**src/pkg/lin_slave_consts.vh**
```
// Constants of the slave header and resynchronisation block.
// Included by bare name; defines only.
`ifndef LIN_SLAVE_CONSTS_VH
`define LIN_SLAVE_CONSTS_VH
`define OVERSAMPLE        5'd16
`define SAMPLE_A          4'h7
`define SAMPLE_B          4'h8
`define SAMPLE_C          4'h9
`define LAST_SAMPLE       4'hF
`define BREAK_TICKS       8'hB0
`define HDR_MAX_TICKS     11'h390
`define SYNCH_VALUE       8'h55
`define SYNCH_LAST_EDGE   3'h4
`define DEV_SHIFT         6
`define DEV_NUM           5'd10
`define DIV_RESET         12'h000
`define H_SRCH            2'h0
`define H_SYNC            2'h1
`define H_ID              2'h2
`define H_BLK             2'h3
`define R_IDLE            3'h0
`define R_START           3'h1
`define R_DATA            3'h2
`define R_STOP            3'h3
`define R_WAITH           3'h4
`endif

```
**src/hw/lin_rate_gen.v**
```verilog
// Fractional rate generator giving one tick per divider clocks (8.4 fixed point).
// Assumes a single clock; a divider of zero stops the ticks.
`timescale 1ns/1ps
`include "lin_slave_consts.vh"
module lin_rate_gen
(
	input  wire        i_ref_clk,
	input  wire        i_rst,
	input  wire        i_ce,
	input  wire        i_restart,
	input  wire [11:0] i_div,
	output reg         o_tick
);
	reg  [12:0] acc_r;
	wire [12:0] acc_add = acc_r + {8'h00, `OVERSAMPLE};

	// Adding one whole clock in sixteenths keeps the fraction exact over a frame.
	always @(posedge i_ref_clk)
	begin
		if (i_rst)
		begin
			acc_r  <= 13'h0000;
			o_tick <= 1'b0;
		end
		else if (i_ce)
		begin
			if (i_restart || i_div == 12'h000)
			begin
				acc_r  <= 13'h0000;
				o_tick <= 1'b0;
			end
			else if (acc_add >= {1'b0, i_div})
			begin
				acc_r  <= acc_add - {1'b0, i_div};
				o_tick <= 1'b1;
			end
			else
			begin
				acc_r  <= acc_add;
				o_tick <= 1'b0;
			end
		end
	end
endmodule // lin_rate_gen

```
**src/hw/lin_slave_header_resync.v**
```verilog
// Slave-side header checker, mute wake-up and synch-field divider resynchronisation.
// Assumes software strobes arrive as one-cycle pulses on i_ref_clk; i_rdi is a raw pin.
`timescale 1ns/1ps
`include "lin_slave_consts.vh"
// How it works
// - Header error sets its flag; interrupt when enabled and both masks clear.
// - Status access followed by data read clears the header error flag unless synch field state set.
// - Without resync: wrong synch byte, overrun, and timeout with identifier mode flag.
// - Resync: span of five synch edges deviating over 15.625 percent flags error.
// - First and last synch bit pair too short versus current rate flags error and blocks.
// - Measurement overflow flags and blocks; synch field itself never flags overrun; with both mode bits clear an unread break character lets it flag.
// - Header longer than 57 local bits flags error when either mode bit set.
// - Timeout counter starts at break, stops at identifier, error or synch exit.
// - Timeout in resync synch blocks; elsewhere header discarded, new break sought.
// - Header length readable only with identifier mode or resync enabled.
// - Mute with identifier mode: synch error or timeout flags without waking.
// - Mute discards non-break framing errors; framing flag stays clear.
// - Identifier mode wakes only on break, clean synch, clean identifier, no timeout.
// - Break needs at least 11 local bit times low; nine low bits never.
// - Resync counts clocks over five falling edges, loads divider at fifth.
// - Receiver halted during synch measurement; nothing reaches the data register.
// - Slave mode drives transmit and receive from clock over 16 times divider.
// - Divider is 8-bit mantissa with 4-bit fraction.
// - Nominal, measured and active dividers kept; nominal write wins a tie.
// - Master mode takes its rate from the external prescaler value.
// - Sixteen samples per bit, majority of eighth to tenth, realign per start.
// - Update method clear loads at mantissa write, set waits for next character.
module lin_slave_header_resync
(
	input  wire        i_ref_clk,
	input  wire        i_rst,
	input  wire        i_ce,
	input  wire        i_rdi,
	input  wire        i_line_en,
	input  wire        i_slave_sel,
	input  wire        i_auto_resync_en,
	input  wire        i_header_detect_method,
	input  wire        i_div_update_method,
	input  wire        i_rx_irq_en,
	input  wire [1:0]  i_ccr_mask,
	input  wire [11:0] i_master_div,
	input  wire        i_mant_wr,
	input  wire [7:0]  i_mant_data,
	input  wire        i_frac_wr,
	input  wire [3:0]  i_frac_data,
	input  wire        i_status_access,
	input  wire        i_data_read,
	input  wire        i_lsf_clear,
	input  wire        i_hdf_clear,
	input  wire        i_mute_set,
	input  wire        i_mute_clear,
	output reg         o_header_error_flag,
	output reg         o_irq,
	output reg         o_synch_field_state,
	output reg         o_header_detected,
	output reg         o_rx_full,
	output reg  [7:0]  o_rx_data,
	output reg         o_framing_error_flag,
	output reg         o_mute,
	output reg  [7:0]  o_header_length,
	output reg  [11:0] o_lin_divider,
	output wire        o_tx_tick
);
	reg         rdi_s1_r, rdi_s2_r, rdi_d_r;
	reg  [11:0] nominal_divider_r;
	reg         pend_ld_r;
	reg  [1:0]  hs_r;
	reg  [2:0]  rs_r;
	reg  [3:0]  samp_r;
	reg  [2:0]  bit_r;
	reg  [7:0]  shift_r;
	reg         sa_r, sb_r;
	reg  [7:0]  low_cnt_r;
	reg         ev_r, ev_fe_r, brk_r;
	reg  [7:0]  ev_byte_r;
	reg         hdr_run_r;
	reg  [10:0] hdr_ticks_r;
	reg  [14:0] synch_measure_counter_r, iv_r;
	reg  [2:0]  edge_r;
	reg         wait_hi_r, status_seen_r;
	wire        rx = rdi_s2_r;
	wire        fall = rdi_d_r & ~rx;
	wire        slave = i_line_en & i_slave_sel;
	wire        timed = i_header_detect_method | i_auto_resync_en;
	wire        meas_act = (hs_r == `H_SYNC) & i_auto_resync_en;
	wire        rx_run = ~meas_act & ~wait_hi_r & (hs_r != `H_BLK);
	wire        rx_tick, free_tick;
	wire        maj = (sa_r & sb_r) | (sa_r & rx) | (sb_r & rx);
	wire [11:0] rate_div = slave ? o_lin_divider : i_master_div;
	wire        start_seen = (rs_r == `R_IDLE) & rx_run & fall;
	wire [11:0] measured_divider = synch_measure_counter_r[14:3];
	wire [14:0] nom_span = {o_lin_divider, 3'h0};
	wire [14:0] dev_abs = (synch_measure_counter_r > nom_span) ?
		synch_measure_counter_r - nom_span : nom_span - synch_measure_counter_r;
	wire [20:0] dev_lhs = {dev_abs, 6'h00};
	wire [20:0] dev_rhs = {6'h00, nom_span} * {16'h0000, `DEV_NUM};
	wire        dev_err = dev_lhs > dev_rhs;
	wire [16:0] iv_x4 = {iv_r, 2'h0};
	wire [16:0] pair_x3 = {4'h0, o_lin_divider, 1'b0} * 17'h00003;
	wire        bit_err = iv_x4 < pair_x3;
	wire        sm_ovf = &synch_measure_counter_r;
	wire        tmo = hdr_run_r & (hdr_ticks_r > `HDR_MAX_TICKS);
	wire        nom_ld = i_mant_wr & ~i_div_update_method;

	lin_rate_gen u_rx_rate
	(
		.i_ref_clk (i_ref_clk),
		.i_rst     (i_rst),
		.i_ce      (i_ce),
		.i_restart (start_seen),
		.i_div     (rate_div),
		.o_tick    (rx_tick)
	);

	lin_rate_gen u_tx_rate
	(
		.i_ref_clk (i_ref_clk),
		.i_rst     (i_rst),
		.i_ce      (i_ce),
		.i_restart (1'b0),
		.i_div     (rate_div),
		.o_tick    (free_tick)
	);
	assign o_tx_tick = free_tick;

	// Receive bit engine; the break length is judged from the low counter, not the frame.
	always @(posedge i_ref_clk)
	begin
		if (i_rst)
		begin
			rdi_s1_r  <= 1'b1;
			rdi_s2_r  <= 1'b1;
			rdi_d_r   <= 1'b1;
			rs_r      <= `R_IDLE;
			samp_r    <= 4'h0;
			bit_r     <= 3'h0;
			shift_r   <= 8'h00;
			sa_r      <= 1'b0;
			sb_r      <= 1'b0;
			low_cnt_r <= 8'h00;
			ev_r      <= 1'b0;
			ev_fe_r   <= 1'b0;
			ev_byte_r <= 8'h00;
			brk_r     <= 1'b0;
		end
		else if (i_ce)
		begin
			rdi_s1_r <= i_rdi;
			rdi_s2_r <= rdi_s1_r;
			rdi_d_r  <= rdi_s2_r;
			ev_r     <= 1'b0;
			brk_r    <= 1'b0;
			if (rx)
				low_cnt_r <= 8'h00;
			else if (free_tick && low_cnt_r != 8'hFF)
				low_cnt_r <= low_cnt_r + 8'h01;
			if (!rx_run)
				rs_r <= `R_IDLE;
			else if (start_seen)
			begin
				rs_r   <= `R_START;
				samp_r <= 4'h0;
			end
			else if (rs_r == `R_WAITH)
			begin
				if (rx)
				begin
					rs_r <= `R_IDLE;
					if (low_cnt_r >= `BREAK_TICKS)
						brk_r <= 1'b1;
					else
					begin
						ev_r      <= 1'b1;
						ev_fe_r   <= 1'b1;
						ev_byte_r <= 8'h00;
					end
				end
			end
			else if (rs_r != `R_IDLE && rx_tick)
			begin
				samp_r <= samp_r + 4'h1;
				if (samp_r == `SAMPLE_A)
					sa_r <= rx;
				if (samp_r == `SAMPLE_B)
					sb_r <= rx;
				if (samp_r == `SAMPLE_C)
				begin
					if (rs_r == `R_START)
					begin
						if (maj)
							rs_r <= `R_IDLE;
					end
					else if (rs_r == `R_DATA)
						shift_r <= {maj, shift_r[7:1]};
					else if (maj)
					begin
						rs_r      <= `R_IDLE;
						ev_r      <= 1'b1;
						ev_fe_r   <= 1'b0;
						ev_byte_r <= shift_r;
					end
					else if (shift_r == 8'h00)
						rs_r <= `R_WAITH;
					else
					begin
						rs_r      <= `R_IDLE;
						ev_r      <= 1'b1;
						ev_fe_r   <= 1'b1;
						ev_byte_r <= shift_r;
					end
				end
				if (samp_r == `LAST_SAMPLE)
				begin
					if (rs_r == `R_START)
					begin
						rs_r  <= `R_DATA;
						bit_r <= 3'h0;
					end
					else if (rs_r == `R_DATA)
					begin
						bit_r <= bit_r + 3'h1;
						if (bit_r == 3'h7)
							rs_r <= `R_STOP;
					end
				end
			end
		end
	end

	// Header sequencing, flags and dividers. Later assignments in this block take priority.
	always @(posedge i_ref_clk)
	begin
		if (i_rst)
		begin
			hs_r                    <= `H_SRCH;
			hdr_run_r               <= 1'b0;
			hdr_ticks_r             <= 11'h000;
			synch_measure_counter_r <= 15'h0000;
			iv_r                    <= 15'h0000;
			edge_r                  <= 3'h0;
			wait_hi_r               <= 1'b0;
			status_seen_r           <= 1'b0;
			nominal_divider_r       <= `DIV_RESET;
			pend_ld_r               <= 1'b0;
			o_lin_divider           <= `DIV_RESET;
			o_header_error_flag     <= 1'b0;
			o_irq                   <= 1'b0;
			o_synch_field_state     <= 1'b0;
			o_header_detected       <= 1'b0;
			o_rx_full               <= 1'b0;
			o_rx_data               <= 8'h00;
			o_framing_error_flag    <= 1'b0;
			o_mute                  <= 1'b0;
			o_header_length         <= 8'h00;
		end
		else if (i_ce)
		begin
			o_irq <= o_header_error_flag & i_rx_irq_en & (i_ccr_mask == 2'h0);
			o_header_length <= timed ? {1'b0, hdr_ticks_r[10:4]} : 8'h00;
			if (rx)
				wait_hi_r <= 1'b0;
			if (i_status_access)
				status_seen_r <= 1'b1;
			if (i_data_read)
			begin
				status_seen_r <= 1'b0;
				o_rx_full     <= 1'b0;
				if (status_seen_r)
				begin
					o_framing_error_flag <= 1'b0;
					if (!o_synch_field_state)
						o_header_error_flag <= 1'b0;
				end
			end
			if (i_hdf_clear)
				o_header_detected <= 1'b0;
			if (!(o_rx_full && slave))
			begin
				if (i_mute_set)
					o_mute <= 1'b1;
				if (i_mute_clear)
					o_mute <= 1'b0;
			end
			if (i_frac_wr)
				nominal_divider_r[3:0] <= i_frac_data;
			if (i_mant_wr)
			begin
				nominal_divider_r[11:4] <= i_mant_data;
				pend_ld_r               <= i_div_update_method;
			end
			if (hdr_run_r && free_tick && hdr_ticks_r != 11'h7FF)
				hdr_ticks_r <= hdr_ticks_r + 11'h001;
			if (i_lsf_clear && o_synch_field_state)
			begin
				o_synch_field_state <= 1'b0;
				hs_r                <= `H_SRCH;
				hdr_run_r           <= 1'b0;
			end
			else if (slave && brk_r && hs_r != `H_BLK)
			begin
				hs_r                <= `H_SYNC;
				hdr_run_r           <= 1'b1;
				hdr_ticks_r         <= {3'h0, low_cnt_r};
				edge_r              <= 3'h0;
				o_synch_field_state <= i_auto_resync_en;
				if (!i_header_detect_method)
				begin
					o_rx_full         <= 1'b1;
					o_rx_data         <= 8'h00;
					o_header_detected <= 1'b1;
					o_mute            <= 1'b0;
				end
			end
			else if (tmo && timed)
			begin
				o_header_error_flag <= 1'b1;
				hdr_run_r           <= 1'b0;
				if (meas_act)
					hs_r <= `H_BLK;
				else
				begin
					hs_r                <= `H_SRCH;
					o_synch_field_state <= 1'b0;
				end
			end
			else if (meas_act)
			begin
				if (!sm_ovf)
					synch_measure_counter_r <= synch_measure_counter_r + 15'h0001;
				if (iv_r != 15'h7FFF)
					iv_r <= iv_r + 15'h0001;
				if (sm_ovf && edge_r != 3'h0)
				begin
					o_header_error_flag <= 1'b1;
					hdr_run_r           <= 1'b0;
					hs_r                <= `H_BLK;
				end
				else if (fall)
				begin
					iv_r   <= 15'h0000;
					edge_r <= edge_r + 3'h1;
					// Starting at one makes the count equal the clocks between first and fifth fall.
					if (edge_r == 3'h0)
						synch_measure_counter_r <= 15'h0001;
					else if ((edge_r == 3'h1 || edge_r == `SYNCH_LAST_EDGE) && bit_err)
					begin
						o_header_error_flag <= 1'b1;
						hdr_run_r           <= 1'b0;
						hs_r                <= `H_BLK;
					end
					else if (edge_r == `SYNCH_LAST_EDGE)
					begin
						wait_hi_r           <= 1'b1;
						o_synch_field_state <= 1'b0;
						if (dev_err)
						begin
							o_header_error_flag <= 1'b1;
							hdr_run_r           <= 1'b0;
							hs_r                <= `H_SRCH;
						end
						else
						begin
							hs_r          <= `H_ID;
							o_lin_divider <= measured_divider;
						end
					end
				end
			end
			else if (ev_r)
			begin
				if (!o_mute && ev_fe_r)
					o_framing_error_flag <= 1'b1;
				if (hs_r == `H_SYNC && slave)
				begin
					if (ev_fe_r || ev_byte_r != `SYNCH_VALUE)
					begin
						o_header_error_flag <= 1'b1;
						hdr_run_r           <= 1'b0;
						hs_r                <= `H_SRCH;
					end
					else
						hs_r <= `H_ID;
				end
				else if (hs_r == `H_ID && slave)
				begin
					hdr_run_r <= 1'b0;
					hs_r      <= `H_SRCH;
					if (i_header_detect_method && !ev_fe_r)
					begin
						o_header_detected <= 1'b1;
						o_mute            <= 1'b0;
					end
				end
				if (!o_mute && !(i_header_detect_method && hs_r == `H_SYNC && slave) &&
					!(i_header_detect_method && ev_fe_r && hs_r == `H_ID))
				begin
					o_rx_full <= 1'b1;
					o_rx_data <= ev_byte_r;
					if (o_rx_full)
						o_header_error_flag <= 1'b1;
					if (pend_ld_r)
					begin
						o_lin_divider <= nominal_divider_r;
						pend_ld_r     <= 1'b0;
					end
				end
				else if (i_header_detect_method && hs_r == `H_ID && !ev_fe_r && slave)
				begin
					o_rx_full <= 1'b1;
					o_rx_data <= ev_byte_r;
				end
			end
			if (nom_ld)
				o_lin_divider <= {i_mant_data, nominal_divider_r[3:0]};
		end
	end
endmodule // lin_slave_header_resync

```
**config.mk**
```make
export PLATFORM = sky130hd
export DESIGN_NAME = lin_slave_header_resync
export DESIGN_NICKNAME = d
export VERILOG_FILES = /design/src/hw/lin_rate_gen.v /design/src/hw/lin_slave_header_resync.v
export VERILOG_INCLUDE_DIRS = /design/src /design/src/pkg
export SDC_FILE = /design/constraint.sdc
export NUM_CORES = 1
export LEC_CHECK = 0
export BUFFER_PORTS_ARGS = -buffer_cell sky130_fd_sc_hd__buf_2
export CELL_PAD_IN_SITES_DETAIL_PLACEMENT = 2
export CELL_PAD_IN_SITES_GLOBAL_PLACEMENT = 2
export CORE_ASPECT_RATIO = 0.8
export CORE_UTILIZATION = 33
export DETAILED_ROUTE_END_ITERATION = 12
export GPL_TIMING_DRIVEN = 0
export PLACE_DENSITY_LB_ADDON = 0.1
export SYNTH_ARGS = -nofsm -noshare
export SYNTH_HDL_FRONTEND = slang
export SYNTH_HIERARCHICAL = 1
export SYNTH_SLANG_ARGS = --single-unit
```
**constraint.sdc**
```tcl
create_clock -name i_ref_clk -period 4.83 [get_ports i_ref_clk]
set_clock_uncertainty 0.2 [all_clocks]
set_input_delay 0.966 -clock i_ref_clk [delete_from_list [all_inputs] [get_ports i_ref_clk]]
set_output_delay 0.966 -clock i_ref_clk [all_outputs]
set_load 0.005 [all_outputs]
```
-- Yosys cells after proc, flatten, opt, wreduce, memory -nomap -nowiden
Cells that the tools add are included.
- add/subtract/negate cells: 13
- multipliers: 2
- magnitude comparators: 7
- equal/unequal tests: 47
- mux-type cells: 219
- bitwise operators: 27
- reductions and logical operators: 75
- operator list (cell ; number):
    $mux W12 ; 15
    $mux W8 ; 18
    $mux W1 ; 130
    $mux W15 ; 8
    $mux W3 ; 22
    $mux W13 ; 4
    $mux W11 ; 3
    $add A15 B1 Y15 const B ; 2
    $mux W2 ; 15
    $sub A15 B15 Y15 ; 2
    $add A13 B5 Y13 const B ; 2
    $ge A13 B12 Y1 ; 2
    $sub A13 B12 Y13 ; 2
    $logic_and A1 B1 Y1 ; 24
    $reduce_and A6 Y1 ; 4
    $reduce_and A8 Y1 ; 3
    $ne A2 B2 Y1 const B ; 11
    $gt A21 B19 Y1 ; 1
    $reduce_bool A2 Y1 ; 9
    $reduce_bool A3 Y1 ; 6
    $lt A17 B15 Y1 ; 1
    $ne A4 B4 Y1 const B ; 4
    $gt A15 B15 Y1 ; 1
    $mul A12 B3 Y15 const B ; 1
    other kinds (50) ; 100
- register bits after elaboration: 167
- output and inout bits: 36

-- Logic depth before layout (Yosys ltp)
- depth after elaboration: 15
- mapped depth: 24
- gate-level depth less buffers: 23

-- Hierarchy
The synthesis kept the hierarchy.
- modules (own cells, without submodules) (module ; instances ; cells each ; area each (um^2) ; sequential area each (um^2)):
    lin_slave_header_resync ; 1 ; 1267 ; 9668.0 ; 2762.6
    lin_rate_gen ; 2 ; 169 ; 1402.6 ; 280.3

-- Least setup slack after synthesis
OpenSTA, ideal clock, no wires.
- path type: reg-to-reg
- start: register o_lin_divider[5]
- end: register o_lin_divider[0]
- arrival: 4.500 ns
- required time: 4.497 ns
- setup slack: -0.003 ns
- cell stages (with the launch flop): 21
- path buffers: 4
- clock period less this slack: 4.833 ns
- cells stage by stage: dfxtp_1 -> inv_1 -> ha_1 -> clkbuf_1 -> a21oi_1 -> o21ai_0 -> nor3_1 -> a211oi_1 -> clkbuf_1 -> clkbuf_1 -> a21oi_1 -> xor2_1 -> ha_1 -> or4_1 -> a21oi_1 -> a31oi_1 -> a211o_1 -> a2bb2oi_1 -> o21ai_2 -> buf_2 -> a311oi_1
- word-level cells in the longest chain between the ends: 5
- elaborated cells on any way between the ends: 12
- classes of those cells: add/sub: 2; mul: 2; order compare: 3; eq/ne: 2; mux: 1; reduce/logical: 2
- ends and longest elaborated chain (element ; line ; text):
    from (decl) ; lin_slave_header_resync.v:61 ; output reg [11:0] o_lin_divider,
    from (signal assigned) ; lin_slave_header_resync.v:245 ; o_lin_divider <= `DIV_RESET;
    from (signal assigned) ; lin_slave_header_resync.v:364 ; o_lin_divider <= measured_divider;
    from (signal assigned) ; lin_slave_header_resync.v:403 ; o_lin_divider <= nominal_divider_r;
    $mul A12 B2 Y14, or another cell as far along ; lin_slave_header_resync.v:99 ; wire [16:0] pair_x3 = {4'h0, o_lin_divider, 1'b0} * 17'h00003;
    $lt A17 B15 Y1 or $mux W15 (tied branches) ; lin_slave_header_resync.v:100, lin_slave_header_resync.v:93 ;
    $logic_and A1 B1 Y1 or $gt A21 B19 Y1 (tied branches) ; lin_slave_header_resync.v:345, lin_slave_header_resync.v:97 ;
    $ne A3 B3 Y1 (no line) or $ne A3 B2 Y1 (tied branches) ; -- ;
    $reduce_and A13 Y1 (no line) (*) ; -- ;
Mark *: on every way between the ends. The rest lies on a longest branch, timed or not.
A chain may end at the register's enable or synchronous reset.

-- Worst setup path after layout
- start: register o_lin_divider[10]
- end: register o_lin_divider[7]
The elaborated chain is that of the path after synthesis.

==> impl_metrics.ini <==
[power]
power_mw = 3.81
clockPowerShare_pct = 36.2
power_density_mw_per_mm2 = 252
vdd_drop_max_mv = 0.200
p_switching_mw = 1.25
switching_share_pct = 32.7
internal_power_mw = 2.57
combPwrFrac_pct = 26.7
power_frac_seq_pct = 37.2
power.leakage_nw = 6.02

[routing]
routed_wirelength_um = 49300
dr.first_iter.drc_count = 626
post_drt_wl_per_cell_um = 21.9
drcViolationCount = 0
ant_nets = 0
via_per_inst = 5.61
drtPass1Iterations = 5
via_count = 12600

[layout]
regArea_mm2 = 0.00338
drive_gt1_share_pct = 19.1
area_growth_syn_to_layout_pct = 21.5
num-fill-cells = 4227
layoutNonFillerInstCount = 2253
multiInputGateArea_mm2 = 0.00900
nNetsFinal = 1921

[synth]
synthArstFlopShare_pct = 0
yosysMostFrequentCell = nor2_1
synth_top_family_by_area = compound AO/OA/AOI/OAI gates
ys_seq_area_share_pct = 26.6
synth-main-ff-cell = dfxtp_1
synth_cell_types = 92
synthCells = 1605
ys_seq_elements = 166
synth_edf_count = 0
yosysTopAreaCell = dfxtp_1
synthSimpleGateAreaFrac_pct = 22.9
muxShareOfSynthArea_pct = 2.30
synthTopCellsByCount = 174 x nor2_1, 166 x dfxtp_1, 155 x nand2_1
synth_xor_area_share_pct = 6.18
synth_area_leaders = dfxtp_1 27%, ha_1 12%, a21oi_1 5.5%, nor2_1 5.2%, nand2_1 4.7%
ys_warn_count = 6
synth_compound_gate_area_share_pct = 23.5
synth_area_per_cell_um2 = 7.77
synth_top_area_share_pct = 26.6
syn_area_mm2 = 0.0125
synthAdderAreaFrac_pct = 12.8

[global_routing]
grt_max_degree = 17
overflow = 0
grtUsageTotal_pct = 25.3
antenna_found_initial = 1
grt_pass1_vias = 13200
grt_pass1_wl_um = 75300

[die]
rows = 63
ioPinCount = 80
die_y_um = 176
initial_core_util_pct = 33.6
core_mm2 = 0.0371
dieArea_mm2 = 0.0386
fp.dieW_um = 219

[placement]
io_buffers = 78
gp_congestion = 0.843
hpwl_um = 37200
dp.cells = 2171
place_ws_ns = -1.88

[sta]
rsz0062_at_grt = yes
relSlewSlack_pct = 23.6
finalHoldViolCount = 0
worst_pin_slew_ns = 1.14
max_freq_mhz = 205
min_period_ns = 4.88
fin_crit_sh_pct = 101
setup_tns_ns = -0.344
hold_ws_ns = 0.263
slew_viol_final = 0
setup_viol = 13
finalWorstSetupSlack_ns = -0.0493

[cts]
insertion_delay_ns = 0.46
cts-root-buf = clkbuf_16
path_clk_slew_ns = 0.08
h-tree-depth = 4
cts_tree = yes
cts_hold_buf = 0
clock_sinks = 166
cts_made_buffers = 17
cts_buffer_depth = 2

[setup_path]
path_class = flop to flop
critPathCaptureType = flop
worstPathMaxFanout = 8
cp-start-kind = flop
crit_required_ns = 4.97
worstPathArrival_ns = 5.02

[run_status]
outcome = finished, violations left
violations = setup timing

[worst_hold_path]
hold_path.class = flop to flop

[job]
drv_cap = 0
flip-flops by register name, summed over array words and instances, names as in the netlist, 2 cells and up:
register and flops:
o_lin_divider 12, edge_r 3, hs_r 2, low_cnt_r 8
samp_r 4, synch_measure_counter_r 15, bit_r 3, nominal_divider_r 12
rs_r 3, u_tx_rate/acc_r 13, hdr_ticks_r 11, o_header_length 7
ev_byte_r 8, iv_r 15, o_rx_data 8, u_rx_rate/acc_r 13
shift_r 8
worst paths after layout:
kind	from	to	slack, ns	depth (start not counted)
setup reg to reg	o_lin_divider[10]	o_lin_divider[7]	-0.05	24
setup / recovery	o_lin_divider[10]	o_lin_divider[7]	-0.05	24
hold reg to reg	nominal_divider_r[3]	nominal_divider_r[3]	0.26	2
hold / removal	nominal_divider_r[3]	nominal_divider_r[3]	0.26	2
power groups by stage:
stage          combinational, mW  sequential (mW)  clock [mW]
6_report                    1.02             1.42        1.38
5_1_grt                     1.10             1.42        1.46
4_1_cts                    0.932             1.42        1.41
3_5_place_dp               0.799             1.46           0
3_3_place_gp               0.771             1.46           0
2_1_floorplan              0.550             1.44           0
layer usage:
metal	routed length (um)	part of all wire (%)	track usage (%)
met3	1570	3.2	3.46
met2	22500	46	40.7
met1	24200	49	35.0
met5	0	0	0
met4	967	2.0	7.20
critical path, cell delays in order (launching register included):
cell        delay [ns]
dfxtp_4           0.37
clkinvlp_4        0.18
ha_4              0.35
inv_1             0.06
o31ai_2           0.19
o21ai_1           0.12
a211oi_2          0.28
clkbuf_8          0.24
buf_6             0.12
nor2_1            0.05
a31oi_1           0.20
xor2_1            0.20
ha_1              0.29
nand4_1           0.12
nor2_2            0.06
buf_4             0.13
o2bb2ai_2         0.13
a31oi_4           0.20
a211o_1           0.18
a2bb2oi_4         0.32
o21ai_4           0.11
buf_6             0.14
buf_4             0.13
buf_12            0.13
o31ai_1           0.22
cells by family after synthesis:
| family | count (synthesis) |
|---|---|
| and+or+nand+nor | 586 |
| DFF | 166 |
| xor gates and xnor gates | 88 |
| AOI/OAI and AO/OA | 438 |
| buffers and inverters | 173 |
| muxes | 28 |
| adders and majority gates | 125 |
| other | 1 |
layout make-up:
class / instances / share of cell area [%]
tap: 487 / 4.02
inverter: 106 / 2.68
clock inverter: 10 / 0.627
sequential: 166 / 22.3
antenna: 1 / 0.0165
timing repair buffer: 134 / 5.65
buffer: 61 / 2.25
multi-input combinational: 1267 / 59.4
clock buffer: 21 / 3.10
cell usage in the layout, fill, tap and decap left out, drive strengths merged, types with 10 or more instances in the layout:
cell type and n:
a211oi 17, a21o 20, a21oi 139, a22o 15
a31oi 25, and3 13, buf 151, clkbuf 63
dfxtp 166, ha 119, inv 106, mux2i 23
nand2 156, nand2b 19, nand3 76, nand4 25
nor2 176, nor2b 14, nor3 25, nor4 12
o21ai 93, o21bai 13, o31ai 20, o32ai 10
or2 17, xnor2 49, xor2 39
timing repair:
item,CTS,global route
pin swaps,30,52
cloned,0,1
setup endpoints to repair,18,17
setup buffers,29,26
gates resized for setup,120,57
per-stage QoR:
step	utilization [%]	area, um2
global placement	36.3	13500
detailed placement	36.3	13500
CTS	39.6	14700
global route	40.8	15200
finish	40.8	15200
floorplan	-	12500
(Power assumes the default switching activity.)
